File: config.mk
export PLATFORM = sky130hd
export DESIGN_NAME = adcsq_top
export DESIGN_NICKNAME = d
export VERILOG_FILES = /design/src/adcsq_top.v
export VERILOG_INCLUDE_DIRS = /design/src /design/src/shared
export SDC_FILE = /design/constraint.sdc
export NUM_CORES = 1
export LEC_CHECK = 0
export ABC_AREA = 1
export BUFFER_PORTS_ARGS = -buffer_cell sky130_fd_sc_hd__buf_2
export CAP_MARGIN = 20
export CORE_MARGIN = 1.5
export CORE_UTILIZATION = 40
export DETAILED_ROUTE_END_ITERATION = 10
export GPL_TIMING_DRIVEN = 0
export PLACE_DENSITY_LB_ADDON = 0.08
export SYNTH_ARGS = -nofsm -noshare
export SYNTH_HDL_FRONTEND = slang
export SYNTH_SLANG_ARGS = --single-unit
File: constraint.sdc
create_clock -name CLK_IN -period 2.3 [get_ports CLK_IN]
set_input_delay 0.345 -clock CLK_IN [delete_from_list [all_inputs] [get_ports CLK_IN]]
set_output_delay 0.345 -clock CLK_IN [all_outputs]
set_load 0.005 [all_outputs]
File: src/shared/adcsq_regs.vh
// Constants for the ADC sample sequencer control block.
// Assumes a 100 MHz system clock from which the ADC step rate is divided.
`ifndef ADCSQ_REGS_VH
`define ADCSQ_REGS_VH

// Clock figures
`define ADCSQ_SYS_CLK_HZ 100000000
`define ADCSQ_ADC_CLK_HZ 16667000
`define ADCSQ_ADC_DIV ((`ADCSQ_SYS_CLK_HZ + `ADCSQ_ADC_CLK_HZ / 2) / `ADCSQ_ADC_CLK_HZ)

// Step control nibble fields
`define ADCSQ_CTL_DIFF 0
`define ADCSQ_CTL_END 1
`define ADCSQ_CTL_IE 2
`define ADCSQ_CTL_TEMP 3

// Per-sequencer status word fields (16 bits per sequencer)
`define ADCSQ_ST_TAIL_LSB 0
`define ADCSQ_ST_HEAD_LSB 4
`define ADCSQ_ST_EMPTY 8
`define ADCSQ_ST_FULL 12
`define ADCSQ_ST_RESET 16'h0100

// Sequencer capacities and FIFO depths
`define ADCSQ_CAP0 8
`define ADCSQ_CAP1 4
`define ADCSQ_CAP2 4
`define ADCSQ_CAP3 1

// Trigger source codes
`define ADCSQ_TRIG_SW 4'h0
`define ADCSQ_TRIG_EXT0 4'h1
`define ADCSQ_TRIG_EXT3 4'h4
`define ADCSQ_TRIG_ALWAYS 4'hf

// Averaging
`define ADCSQ_AVG_OFF 3'h0
`define ADCSQ_AVG_MAX 3'h6

`endif

File: src/adcsq_top.v
// ADC sample sequencer control: four sequencers, arbitration, averaging,
// result FIFOs, interrupts and FIFO error flags.
// Assumes the converter core runs on CLK_IN and pulses CONV_DONE_IN once.
// What this block does
// - Four sequencers of eight, four, four and one steps, matching FIFO depths
// - Each FIFO word is 32 bits, result in low 10 bits
// - Each step has a 4-bit input nibble and a 4-bit control nibble
// - A sequencer runs only while enabled; program steps before enabling
// - Steps with interrupt enable raise the raw interrupt on completion
// - Sequence stops after the step carrying the end bit
// - Each result FIFO is circular; each read pops the oldest entry
// - Head, tail, full and empty of each FIFO are readable
// - Overflow and underflow are recorded per sequencer
// - Control steps at about 16.667 MHz, divided from the system clock
// - Raw interrupt reaches the controller only when its mask bit is set
// - Raw status and masked status are both visible
// - Writing one to masked status clears that interrupt; zero does nothing
// - Concurrent triggers served by priority value, zero most urgent
// - Each sequencer picks its trigger; software and always are offered
// - Initiate bit starts a sequencer set for the software trigger
// - Averaging folds up to 64 conversions into one FIFO entry
// - Averaging off after reset; one setting shared by all channels
// - Single-ended codes run 0x000 to 0x3ff as delivered by the core
// - Differential pair k samples input 2k positive, 2k+1 negative
// - Differential zero gives 0x1ff, codes pass through unchanged
`timescale 1ns/100ps
`default_nettype none
`include "adcsq_regs.vh"

module adcsq_fifo #(
	parameter WIDTH = 32,
	parameter DEPTH = 4,
	parameter AW = 2
) (
	input wire clk_in,
	input wire rst_in,
	input wire in_valid_in,
	input wire [WIDTH-1:0] in_data_in,
	output wire in_ready_out,
	input wire out_ready_in,
	output wire out_valid_out,
	output wire [WIDTH-1:0] out_data_out,
	output wire [AW-1:0] head_out,
	output wire [AW-1:0] tail_out,
	output wire full_out,
	output wire empty_out
);
	localparam integer LAST_I = DEPTH - 1;
	localparam [AW:0] FULL_CNT = DEPTH[AW:0];
	reg [WIDTH-1:0] mem [0:DEPTH-1];
	reg [AW-1:0] rd_q;
	reg [AW-1:0] wr_q;
	reg [AW:0] cnt_q;
	wire push;
	wire pop;

	assign full_out = (cnt_q == FULL_CNT);
	assign empty_out = (cnt_q == {(AW+1){1'b0}});
	assign in_ready_out = ~full_out;
	assign out_valid_out = ~empty_out;
	assign push = in_valid_in & in_ready_out;
	assign pop = out_ready_in & out_valid_out;
	assign out_data_out = mem[rd_q];
	assign head_out = rd_q;
	assign tail_out = wr_q;

	// Pointers wrap at the depth, so any depth works, not just powers of two
	always @(posedge clk_in) begin
		if (rst_in) begin
			rd_q <= {AW{1'b0}};
			wr_q <= {AW{1'b0}};
			cnt_q <= {(AW+1){1'b0}};
		end else begin
			if (push) begin
				mem[wr_q] <= in_data_in;
				wr_q <= (wr_q == LAST_I[AW-1:0]) ? {AW{1'b0}} : wr_q + 1'b1;
			end
			if (pop) begin
				rd_q <= (rd_q == LAST_I[AW-1:0]) ? {AW{1'b0}} : rd_q + 1'b1;
			end
			if (push & ~pop) begin
				cnt_q <= cnt_q + 1'b1;
			end else if (pop & ~push) begin
				cnt_q <= cnt_q - 1'b1;
			end
		end
	end
endmodule // adcsq_fifo

module adcsq_top (
	input wire CLK_IN,
	input wire SYS_RST_IN,
	input wire [3:0] SEQ_ENABLE_IN,
	input wire [7:0] SEQ_PRIORITY_IN,
	input wire [15:0] TRIG_EVENT_SELECT_IN,
	input wire [3:0] SW_INITIATE_IN,
	input wire [3:0] EXT_TRIG_IN,
	input wire [127:0] STEP_INPUT_SELECT_IN,
	input wire [127:0] STEP_CONTROL_IN,
	input wire [2:0] AVG_CONTROL_IN,
	input wire [3:0] INT_MASK_IN,
	input wire [3:0] INT_CLEAR_IN,
	input wire [3:0] OVF_CLEAR_IN,
	input wire [3:0] UNF_CLEAR_IN,
	input wire [3:0] FIFO_READ_IN,
	input wire CONV_DONE_IN,
	input wire [9:0] CONV_RESULT_IN,
	output reg CONV_START_OUT,
	output reg [3:0] CONV_INPUT_OUT,
	output reg [3:0] CONV_NEG_INPUT_OUT,
	output reg CONV_DIFF_OUT,
	output reg CONV_TEMP_OUT,
	output wire [3:0] RAW_INT_STATUS_OUT,
	output wire [3:0] MASKED_INT_STATUS_OUT,
	output wire [3:0] SEQ_INT_OUT,
	output wire [3:0] OVF_STATUS_OUT,
	output wire [3:0] UNF_STATUS_OUT,
	output reg [63:0] FIFO_STATUS_OUT,
	output reg [31:0] FIFO_DATA_OUT,
	output reg FIFO_DATA_VALID_OUT,
	output wire BUSY_OUT
);
	localparam [2:0] ST_IDLE = 3'b001;
	localparam [2:0] ST_START = 3'b010;
	localparam [2:0] ST_WAIT = 3'b100;
	localparam integer DIV_LAST = `ADCSQ_ADC_DIV - 1;
	localparam integer LAST0 = `ADCSQ_CAP0 - 1, LAST1 = `ADCSQ_CAP1 - 1;
	localparam integer LAST2 = `ADCSQ_CAP2 - 1, LAST3 = `ADCSQ_CAP3 - 1;

	reg [2:0] state_q;
	reg [3:0] div_q;
	reg adc_tick_q;
	reg [3:0] pend_q;
	reg [1:0] cur_q;
	reg [2:0] step_q;
	reg [15:0] acc_q;
	reg [6:0] avg_cnt_q;
	reg [3:0] raw_q, ovf_q, unf_q;
	reg push_v_q;
	reg [1:0] push_sel_q;
	reg [31:0] push_data_q;
	reg [3:0] ext_s1_q, ext_s2_q, ext_s3_q, ext_lvl_q;
	reg [3:0] trig, seq_done, int_set, tsel;
	reg grant_any;
	reg [1:0] grant_sel;
	reg [2:0] last_step;
	integer p, s, t;

	wire [3:0] sel_nib, ctl_nib, pend_d;
	wire [2:0] avg_n;
	wire [6:0] avg_target;
	wire [15:0] acc_next;
	wire [9:0] avg_result;
	wire avg_full, step_end;
	wire [3:0] ext_rise, fifo_full, fifo_empty, fifo_in_ready;
	wire [127:0] fifo_data;
	wire [63:0] fifo_status;

	// System clock divided to the ADC control rate
	always @(posedge CLK_IN) begin
		if (SYS_RST_IN) begin
			div_q <= 4'h0;
			adc_tick_q <= 1'b0;
		end else begin
			adc_tick_q <= (div_q == DIV_LAST[3:0]);
			div_q <= (div_q == DIV_LAST[3:0]) ? 4'h0 : div_q + 4'h1;
		end
	end

	// Pin triggers: three stages; the level moves only once stages two and three agree
	always @(posedge CLK_IN) begin
		if (SYS_RST_IN) begin
			ext_s1_q <= 4'h0;
			ext_s2_q <= 4'h0;
			ext_s3_q <= 4'h0;
			ext_lvl_q <= 4'h0;
		end else begin
			ext_s1_q <= EXT_TRIG_IN;
			ext_s2_q <= ext_s1_q;
			ext_s3_q <= ext_s2_q;
			ext_lvl_q <= (ext_s2_q & ext_s3_q) | (ext_lvl_q & (ext_s2_q | ext_s3_q));
		end
	end
	assign ext_rise = ext_s2_q & ext_s3_q & ~ext_lvl_q;
	// Per-sequencer trigger multiplexer
	always @* begin
		trig = 4'h0;
		for (t = 0; t < 4; t = t + 1) begin
			tsel = TRIG_EVENT_SELECT_IN[t*4 +: 4];
			if (tsel == `ADCSQ_TRIG_SW) begin
				trig[t] = SW_INITIATE_IN[t];
			end else if (tsel == `ADCSQ_TRIG_ALWAYS) begin
				trig[t] = 1'b1;
			end else if (tsel >= `ADCSQ_TRIG_EXT0 && tsel <= `ADCSQ_TRIG_EXT3) begin
				trig[t] = ext_rise[tsel[1:0] - 2'd1];
			end
		end
	end
	// Fixed-priority pick among pending sequencers; equal values favour lower index
	always @* begin
		grant_any = 1'b0;
		grant_sel = 2'd0;
		for (p = 3; p >= 0; p = p - 1) begin
			for (s = 3; s >= 0; s = s - 1) begin
				if (pend_q[s] && SEQ_PRIORITY_IN[s*2 +: 2] == p[1:0]) begin
					grant_any = 1'b1;
					grant_sel = s[1:0];
				end
			end
		end
	end

	// Step fields addressed as sequencer*32 + step*4
	assign sel_nib = STEP_INPUT_SELECT_IN[{cur_q, step_q, 2'b00} +: 4];
	assign ctl_nib = STEP_CONTROL_IN[{cur_q, step_q, 2'b00} +: 4];

	always @* begin
		case (cur_q)
			2'd0: last_step = LAST0[2:0];
			2'd1: last_step = LAST1[2:0];
			2'd2: last_step = LAST2[2:0];
			default: last_step = LAST3[2:0];
		endcase
	end
	assign step_end = ctl_nib[`ADCSQ_CTL_END] | (step_q == last_step);

	// Averaging: 2^n conversions, n clipped at 6 so at most 64
	assign avg_n = (AVG_CONTROL_IN > `ADCSQ_AVG_MAX) ? `ADCSQ_AVG_MAX : AVG_CONTROL_IN;
	assign avg_target = 7'h01 << avg_n;
	assign acc_next = acc_q + {6'h00, CONV_RESULT_IN};
	assign avg_full = (avg_cnt_q + 7'h01 == avg_target);
	assign avg_result = acc_next[avg_n +: 10];

	// Completion events of the current step
	always @* begin
		seq_done = 4'h0;
		int_set = 4'h0;
		if (state_q == ST_WAIT && CONV_DONE_IN && avg_full) begin
			int_set[cur_q] = ctl_nib[`ADCSQ_CTL_IE];
			seq_done[cur_q] = step_end | ~SEQ_ENABLE_IN[cur_q];
		end
	end
	// A new trigger in the finishing cycle keeps the sequencer pending
	assign pend_d = ((pend_q & ~seq_done) | trig) & SEQ_ENABLE_IN;

	always @(posedge CLK_IN) begin
		if (SYS_RST_IN) begin
			state_q <= ST_IDLE;
			pend_q <= 4'h0;
			cur_q <= 2'd0;
			step_q <= 3'd0;
			acc_q <= 16'h0000;
			avg_cnt_q <= 7'h00;
			push_v_q <= 1'b0;
			push_sel_q <= 2'd0;
			push_data_q <= 32'h00000000;
			CONV_START_OUT <= 1'b0;
			CONV_INPUT_OUT <= 4'h0;
			CONV_NEG_INPUT_OUT <= 4'h0;
			CONV_DIFF_OUT <= 1'b0;
			CONV_TEMP_OUT <= 1'b0;
		end else begin
			pend_q <= pend_d;
			push_v_q <= 1'b0;
			CONV_START_OUT <= 1'b0;
			case (state_q)
				ST_IDLE: begin
					if (adc_tick_q && grant_any) begin
						cur_q <= grant_sel;
						step_q <= 3'd0;
						acc_q <= 16'h0000;
						avg_cnt_q <= 7'h00;
						state_q <= ST_START;
					end
				end
				ST_START: begin
					if (adc_tick_q) begin
						CONV_START_OUT <= 1'b1;
						CONV_DIFF_OUT <= ctl_nib[`ADCSQ_CTL_DIFF];
						CONV_TEMP_OUT <= ctl_nib[`ADCSQ_CTL_TEMP];
						if (ctl_nib[`ADCSQ_CTL_DIFF]) begin
							CONV_INPUT_OUT <= {1'b0, sel_nib[1:0], 1'b0};
							CONV_NEG_INPUT_OUT <= {1'b0, sel_nib[1:0], 1'b1};
						end else begin
							CONV_INPUT_OUT <= sel_nib;
							CONV_NEG_INPUT_OUT <= 4'h0;
						end
						state_q <= ST_WAIT;
					end
				end
				ST_WAIT: begin
					if (CONV_DONE_IN) begin
						if (avg_full) begin
							// Core codes pass through untouched in both modes
							push_v_q <= 1'b1;
							push_sel_q <= cur_q;
							push_data_q <= {22'h000000, avg_result};
							acc_q <= 16'h0000;
							avg_cnt_q <= 7'h00;
							if (seq_done[cur_q]) begin
								state_q <= ST_IDLE;
							end else begin
								step_q <= step_q + 3'd1;
								state_q <= ST_START;
							end
						end else begin
							// Same step repeats; throughput drops by the average count
							acc_q <= acc_next;
							avg_cnt_q <= avg_cnt_q + 7'h01;
							state_q <= ST_START;
						end
					end
				end
				default: state_q <= ST_IDLE;
			endcase
		end
	end
	assign BUSY_OUT = (state_q != ST_IDLE);

	// Result FIFOs, one per sequencer, sized by capacity
	genvar g;
	generate
		for (g = 0; g < 4; g = g + 1) begin : gen_fifo
			localparam DEP = (g == 0) ? `ADCSQ_CAP0 : (g == 1) ? `ADCSQ_CAP1 :
				(g == 2) ? `ADCSQ_CAP2 : `ADCSQ_CAP3;
			localparam AW = (DEP > 4) ? 3 : (DEP > 2) ? 2 : 1;
			wire [AW-1:0] head;
			wire [AW-1:0] tail;
			adcsq_fifo #(.WIDTH(32), .DEPTH(DEP), .AW(AW)) u_fifo (
				.clk_in(CLK_IN),
				.rst_in(SYS_RST_IN),
				.in_valid_in(push_v_q && push_sel_q == g),
				.in_data_in(push_data_q),
				.in_ready_out(fifo_in_ready[g]),
				.out_ready_in(FIFO_READ_IN[g]),
				.out_valid_out(),
				.out_data_out(fifo_data[g*32 +: 32]),
				.head_out(head),
				.tail_out(tail),
				.full_out(fifo_full[g]),
				.empty_out(fifo_empty[g])
			);
			assign fifo_status[g*16 +: 16] = {3'b000, fifo_full[g], 3'b000, fifo_empty[g],
				{(4-AW){1'b0}}, head, {(4-AW){1'b0}}, tail};
		end
	endgenerate

	// Status word registered so it shows the state after each access
	always @(posedge CLK_IN) begin
		if (SYS_RST_IN) begin
			FIFO_STATUS_OUT <= {4{`ADCSQ_ST_RESET}};
		end else begin
			FIFO_STATUS_OUT <= fifo_status;
		end
	end

	// Pop port: lowest requesting sequencer wins; empty reads return zero
	always @(posedge CLK_IN) begin
		if (SYS_RST_IN) begin
			FIFO_DATA_OUT <= 32'h00000000;
			FIFO_DATA_VALID_OUT <= 1'b0;
		end else begin
			FIFO_DATA_VALID_OUT <= |FIFO_READ_IN;
			if (FIFO_READ_IN[0]) begin
				FIFO_DATA_OUT <= fifo_empty[0] ? 32'h00000000 : fifo_data[31:0];
			end else if (FIFO_READ_IN[1]) begin
				FIFO_DATA_OUT <= fifo_empty[1] ? 32'h00000000 : fifo_data[63:32];
			end else if (FIFO_READ_IN[2]) begin
				FIFO_DATA_OUT <= fifo_empty[2] ? 32'h00000000 : fifo_data[95:64];
			end else if (FIFO_READ_IN[3]) begin
				FIFO_DATA_OUT <= fifo_empty[3] ? 32'h00000000 : fifo_data[127:96];
			end
		end
	end

	// Sticky flags: a set in the clearing cycle wins over the clear
	always @(posedge CLK_IN) begin
		if (SYS_RST_IN) begin
			raw_q <= 4'h0;
			ovf_q <= 4'h0;
			unf_q <= 4'h0;
		end else begin
			raw_q <= (raw_q & ~INT_CLEAR_IN) | int_set;
			ovf_q <= (ovf_q & ~OVF_CLEAR_IN) |
				({4{push_v_q}} & (4'h1 << push_sel_q) & ~fifo_in_ready);
			unf_q <= (unf_q & ~UNF_CLEAR_IN) | (FIFO_READ_IN & fifo_empty);
		end
	end

	assign RAW_INT_STATUS_OUT = raw_q;
	assign MASKED_INT_STATUS_OUT = raw_q & INT_MASK_IN;
	assign SEQ_INT_OUT = raw_q & INT_MASK_IN;
	assign OVF_STATUS_OUT = ovf_q;
	assign UNF_STATUS_OUT = unf_q;
endmodule // adcsq_top
`default_nettype wire

==> flow_summary.yaml <==
yosys:
  synth_cell_types: 58
  post_synthesis_sequential_area_ratio_pct: 47.0
  yosys_register_bits: 326
  syn-cell-area_um2: 17500
  synth_area_per_cell_um2: 8.22
  syn-instance-count: 2129
  yosys_synthesis_warning_count: 0
  number_of_enable_type_register_cells_in_the_synthesized_netlist: 170
  async_flop_share_pct: 0
  yosys_most_used_dff: "edfxtp_1"
grt:
  grt_max_degree: 20
  globalRouteOverflowTotal: 0
  globalRouteTotalUtil_pct: 29.6
  initial_antenna_violation_count: 8
  grt_pass1_vias: 16049
  grt_first_pass_wirelength_mm: 98.9
route:
  avgRoutedWirePerCell_um: 21.0
  detail_route.first_pass.iterations: 5
  drc: 0
  average_via_count_per_standard_cell: 5.20
  antenna_left: 0
  overall_via_count_from_detail_route: 16998
  routed_wirelength_mm: 68.5
  detailedRoute.firstIterationViolations: 1308
run:
  drv.max_cap_violation_count: 0
floorplanning:
  fp-row-count: 76
  fp.dieArea_um2: 45000
  initial_core_utilization_pct: 40.5
  boundaryPins: 457
  floorplan.core_area_um2: 43200
  chipHeight_um: 212
  die_x_um: 212
worst_setup_path:
  ff2ff_setup_slack_ns: 0.02
  critPathMaxFanout: 4
  critical_path_required_ns: 2.71
  critical_path.endpoint_type: "flip-flop"
  r2r.worst_path.cells: 15
  crit_type: "reg -> reg"
  critical_path.reg2reg.endpoint: "gen_fifo[0].u_fifo.cnt_q[3]"
  crit_arrival_ns: 2.70
  worst_r2r_startpoint: "gen_fifo[0].u_fifo.cnt_q[1]"
  setup.worst_path.start_class: "flip-flop"
power:
  power.density_cell_area_nw_per_um2: 720
  static-leakage-power_nw: 10.3
  ir_worst_vdd_mv: 0.476
placement:
  port_buffers: 389
  dp_hpwl_mm: 53.7
  gpl.final_weighted_congestion: 0.941
cts:
  cts_htree_levels: 2
  cts_tree: "built"
  post_cts_clock_slew_at_the_launch_and_capture_registers_of_the_worst_setup_and_hold_paths_ns: 0.06
  cts_buffer_depth: 3
  clock-sinks: 326
  tritoncts.num_buffers: 37
  clk_latency_ns: 0.53
  clock_tree_root_driver_cell: "clkbuf_16"
sta:
  worstMarginPinSlew_ns: 1.01
  fmax_ghz: 0.438
  worst_clock_skew_ns: 0.0179
  finalHoldWorstSlack_ns: 0.0299
  final-max-slew-violation-count: 0
  setup_total_negative_slack_ns: 0
  fin_crit_sh_pct: 99.3
  report.final.hold_viol_count: 0
  period_needed_ns: 2.28
  maxSlewHeadroom_pct: 32.5
  setup_viol_count_final: 0
  grt_setup_unrepaired: "yes"
min_path:
  min-delay-start: "EXT_TRIG_IN[0]"
  hold_path_end: "ext_s1_q[0]"
  holdCritPathClass: "in -> reg"
  min_delay_path_depth: 3
layout:
  area_growth_syn_to_layout_pct: 28.6
  finalNetCount: 3035
  layout-drive-gt1-share_pct: 26.7
outcome:
  run_status: "finished clean"
worst max-delay path, stage by stage, from the launching register on:
cell	delay, ns
dfxtp_4	0.36
nor2_4	0.10
inv_2	0.06
nor3_4	0.22
nor2_4	0.07
inv_2	0.10
ha_4	0.16
inv_4	0.05
ha_4	0.22
and3_4	0.17
a211oi_2	0.23
nor2_1	0.08
nor2_1	0.10
nand2_1	0.07
o21ai_1	0.13
a21oi_1	0.05
cell type report:
| class | instances | area [µm²] |
|---|---|---|
| Inverter | 202 | 772 |
| Antenna cell | 3 | 7.51 |
| Fill cell | 4265 | 20700 |
| Timing Repair Buffer | 423 | 2200 |
| Sequential cell | 326 | 8240 |
| Buffer | 168 | 1010 |
| Tap cell | 585 | 732 |
| Clock buffer | 48 | 1080 |
| Clock inverter | 20 | 204 |
| Multi-Input combinational cell | 1493 | 8260 |
repair_timing:
item / 4_1_cts / 5_1_grt
endpoints found under the hold margin: 2 / 0
hold buffers: 2 / 0
buffers inserted: 4 / 25
gates resized for setup: 67 / 109
pin swaps: 4 / 21
endpoints found under the setup margin: 194 / 150
Yosys cell counts (2+ instances only):
cell type  count  share of area, %
a211oi_1       7              0.30
nand2_1      280               6.0
dfxtp_1      156                18
buf_2         21              0.60
o21ai_0      243               6.9
a21o_1         2             0.086
o2111ai_1      5              0.25
xor2_1        10              0.50
nand2_4        2              0.13
nand3_1       99               2.8
nand3b_1       2             0.086
and2_1         2             0.071
o221ai_1      27               1.4
ha_1          52               3.7
edfxtp_1     170                29
fa_1           4              0.46
a32o_1        14              0.80
nor3_1        17              0.49
xnor2_1        7              0.35
nor2_8         2              0.23
o211ai_1      45               1.9
a22o_1         4              0.20
nand4_1        6              0.21
buf_4         70               3.0
clkinv_1       5              0.11
mux2i_1       14              0.80
inv_1        193               4.1
inv_2          4             0.086
nor2_2         6              0.21
o211a_1        2              0.11
clkbuf_1      66               1.4
a21oi_1       95               2.7
buf_6          3              0.19
o21ai_1        5              0.14
o32ai_1       17              0.85
nor2_1       375               8.0
o21a_1         4              0.17
buf_1         11              0.24
a31oi_1       11              0.39
o22ai_1       52               1.9
nor4_1         2             0.071
cell usage in the layout, fill, tap and decap left out, drive strengths merged, types with 10 or more instances in the layout:
| master | Yosys | final |
|---|---|---|
| o22ai | 52 | 52 |
| clkbuf | 67 | 119 |
| nor2 | 384 | 384 |
| nand2 | 283 | 283 |
| o32ai | 17 | 17 |
| inv | 197 | 198 |
| o21ai | 248 | 248 |
| xor2 | 10 | 10 |
| nor3 | 18 | 18 |
| edfxtp | 170 | 170 |
| nand3 | 100 | 100 |
| conb | 1 | 65 |
| a21oi | 96 | 96 |
| mux2i | 14 | 14 |
| o211ai | 45 | 45 |
| o221ai | 27 | 27 |
| a32o | 14 | 14 |
| ha | 52 | 52 |
| a31oi | 11 | 11 |
| dfxtp | 156 | 156 |
| buf | 105 | 518 |
| clkinv | 5 | 15 |
routing by layer:
layer	global-route usage, %	routed length, µm	up-vias
met2	50.7	33000	648
met5	0	44	-
met4	6.80	1430	6
met1	39.7	29900	8026
met3	3.75	4070	91
li1	-	-	8227
report_power, final:
group	internal (W)	switching, W
registers	0.00636	0.000250
clock network	0.00369	0.00245
logic	0.00133	0.00214
total	0.0114	0.00484
sequential cells by signal, summed over array words and instances, names as in the netlist, 10 cells and up, named ones only:
| name | count |
|---|---|
| FIFO_STATUS_OUT | 22 |
| gen_fifo.u_fifo.mem | 170 |
| acc_q | 16 |
| FIFO_DATA_OUT | 10 |
| gen_fifo.u_fifo.cnt_q | 12 |
| push_data_q | 10 |
logic make-up after synthesis:
family	share of synthesized area, %
and+or+nand+nor	18.9
AOI/OAI and AO/OA	18.4
buffers and inverters	9.81
DFF	47.0
adders and majority gates	4.17
xor gates and xnor gates	0.851
muxes	0.801
other	0.0214
metrics by stage:
stage	total power (W)	utilization, %	cell area, µm²	setup slack, ns	std cells
finish	0.0162	52.1	22500	0.0172	3268
floorplan	0.00856	-	17700	0.00764	2193
global placement	0.00980	47.3	20400	-1.27	3167
global route	0.0169	52.1	22500	-0.222	3268
detailed placement	0.00986	47.4	20400	-1.30	3170
CTS	0.0161	50.9	22000	0.00181	3241
worst max-delay path by stage:
stage | startpoint | end | slack, ns | cells after the start
after floorplan | gen_fifo[0].u_fifo.cnt_q[0] | gen_fifo[0].u_fifo.cnt_q[3] | 0.008 | 15
after global placement | SYS_RST_IN | gen_fifo[1].u_fifo.mem[3][7] | -1.27 | 6
after detailed placement | SYS_RST_IN | gen_fifo[1].u_fifo.mem[3][2] | -1.30 | 6
after CTS | step_q[0] | CONV_TEMP_OUT | 0.002 | 8
after global routing | gen_fifo[0].u_fifo.cnt_q[1] | gen_fifo[0].u_fifo.cnt_q[3] | -0.22 | 15
final | gen_fifo[0].u_fifo.cnt_q[1] | gen_fifo[0].u_fifo.cnt_q[3] | 0.02 | 15
No activity file was read; power rests on OpenSTA's default activity.
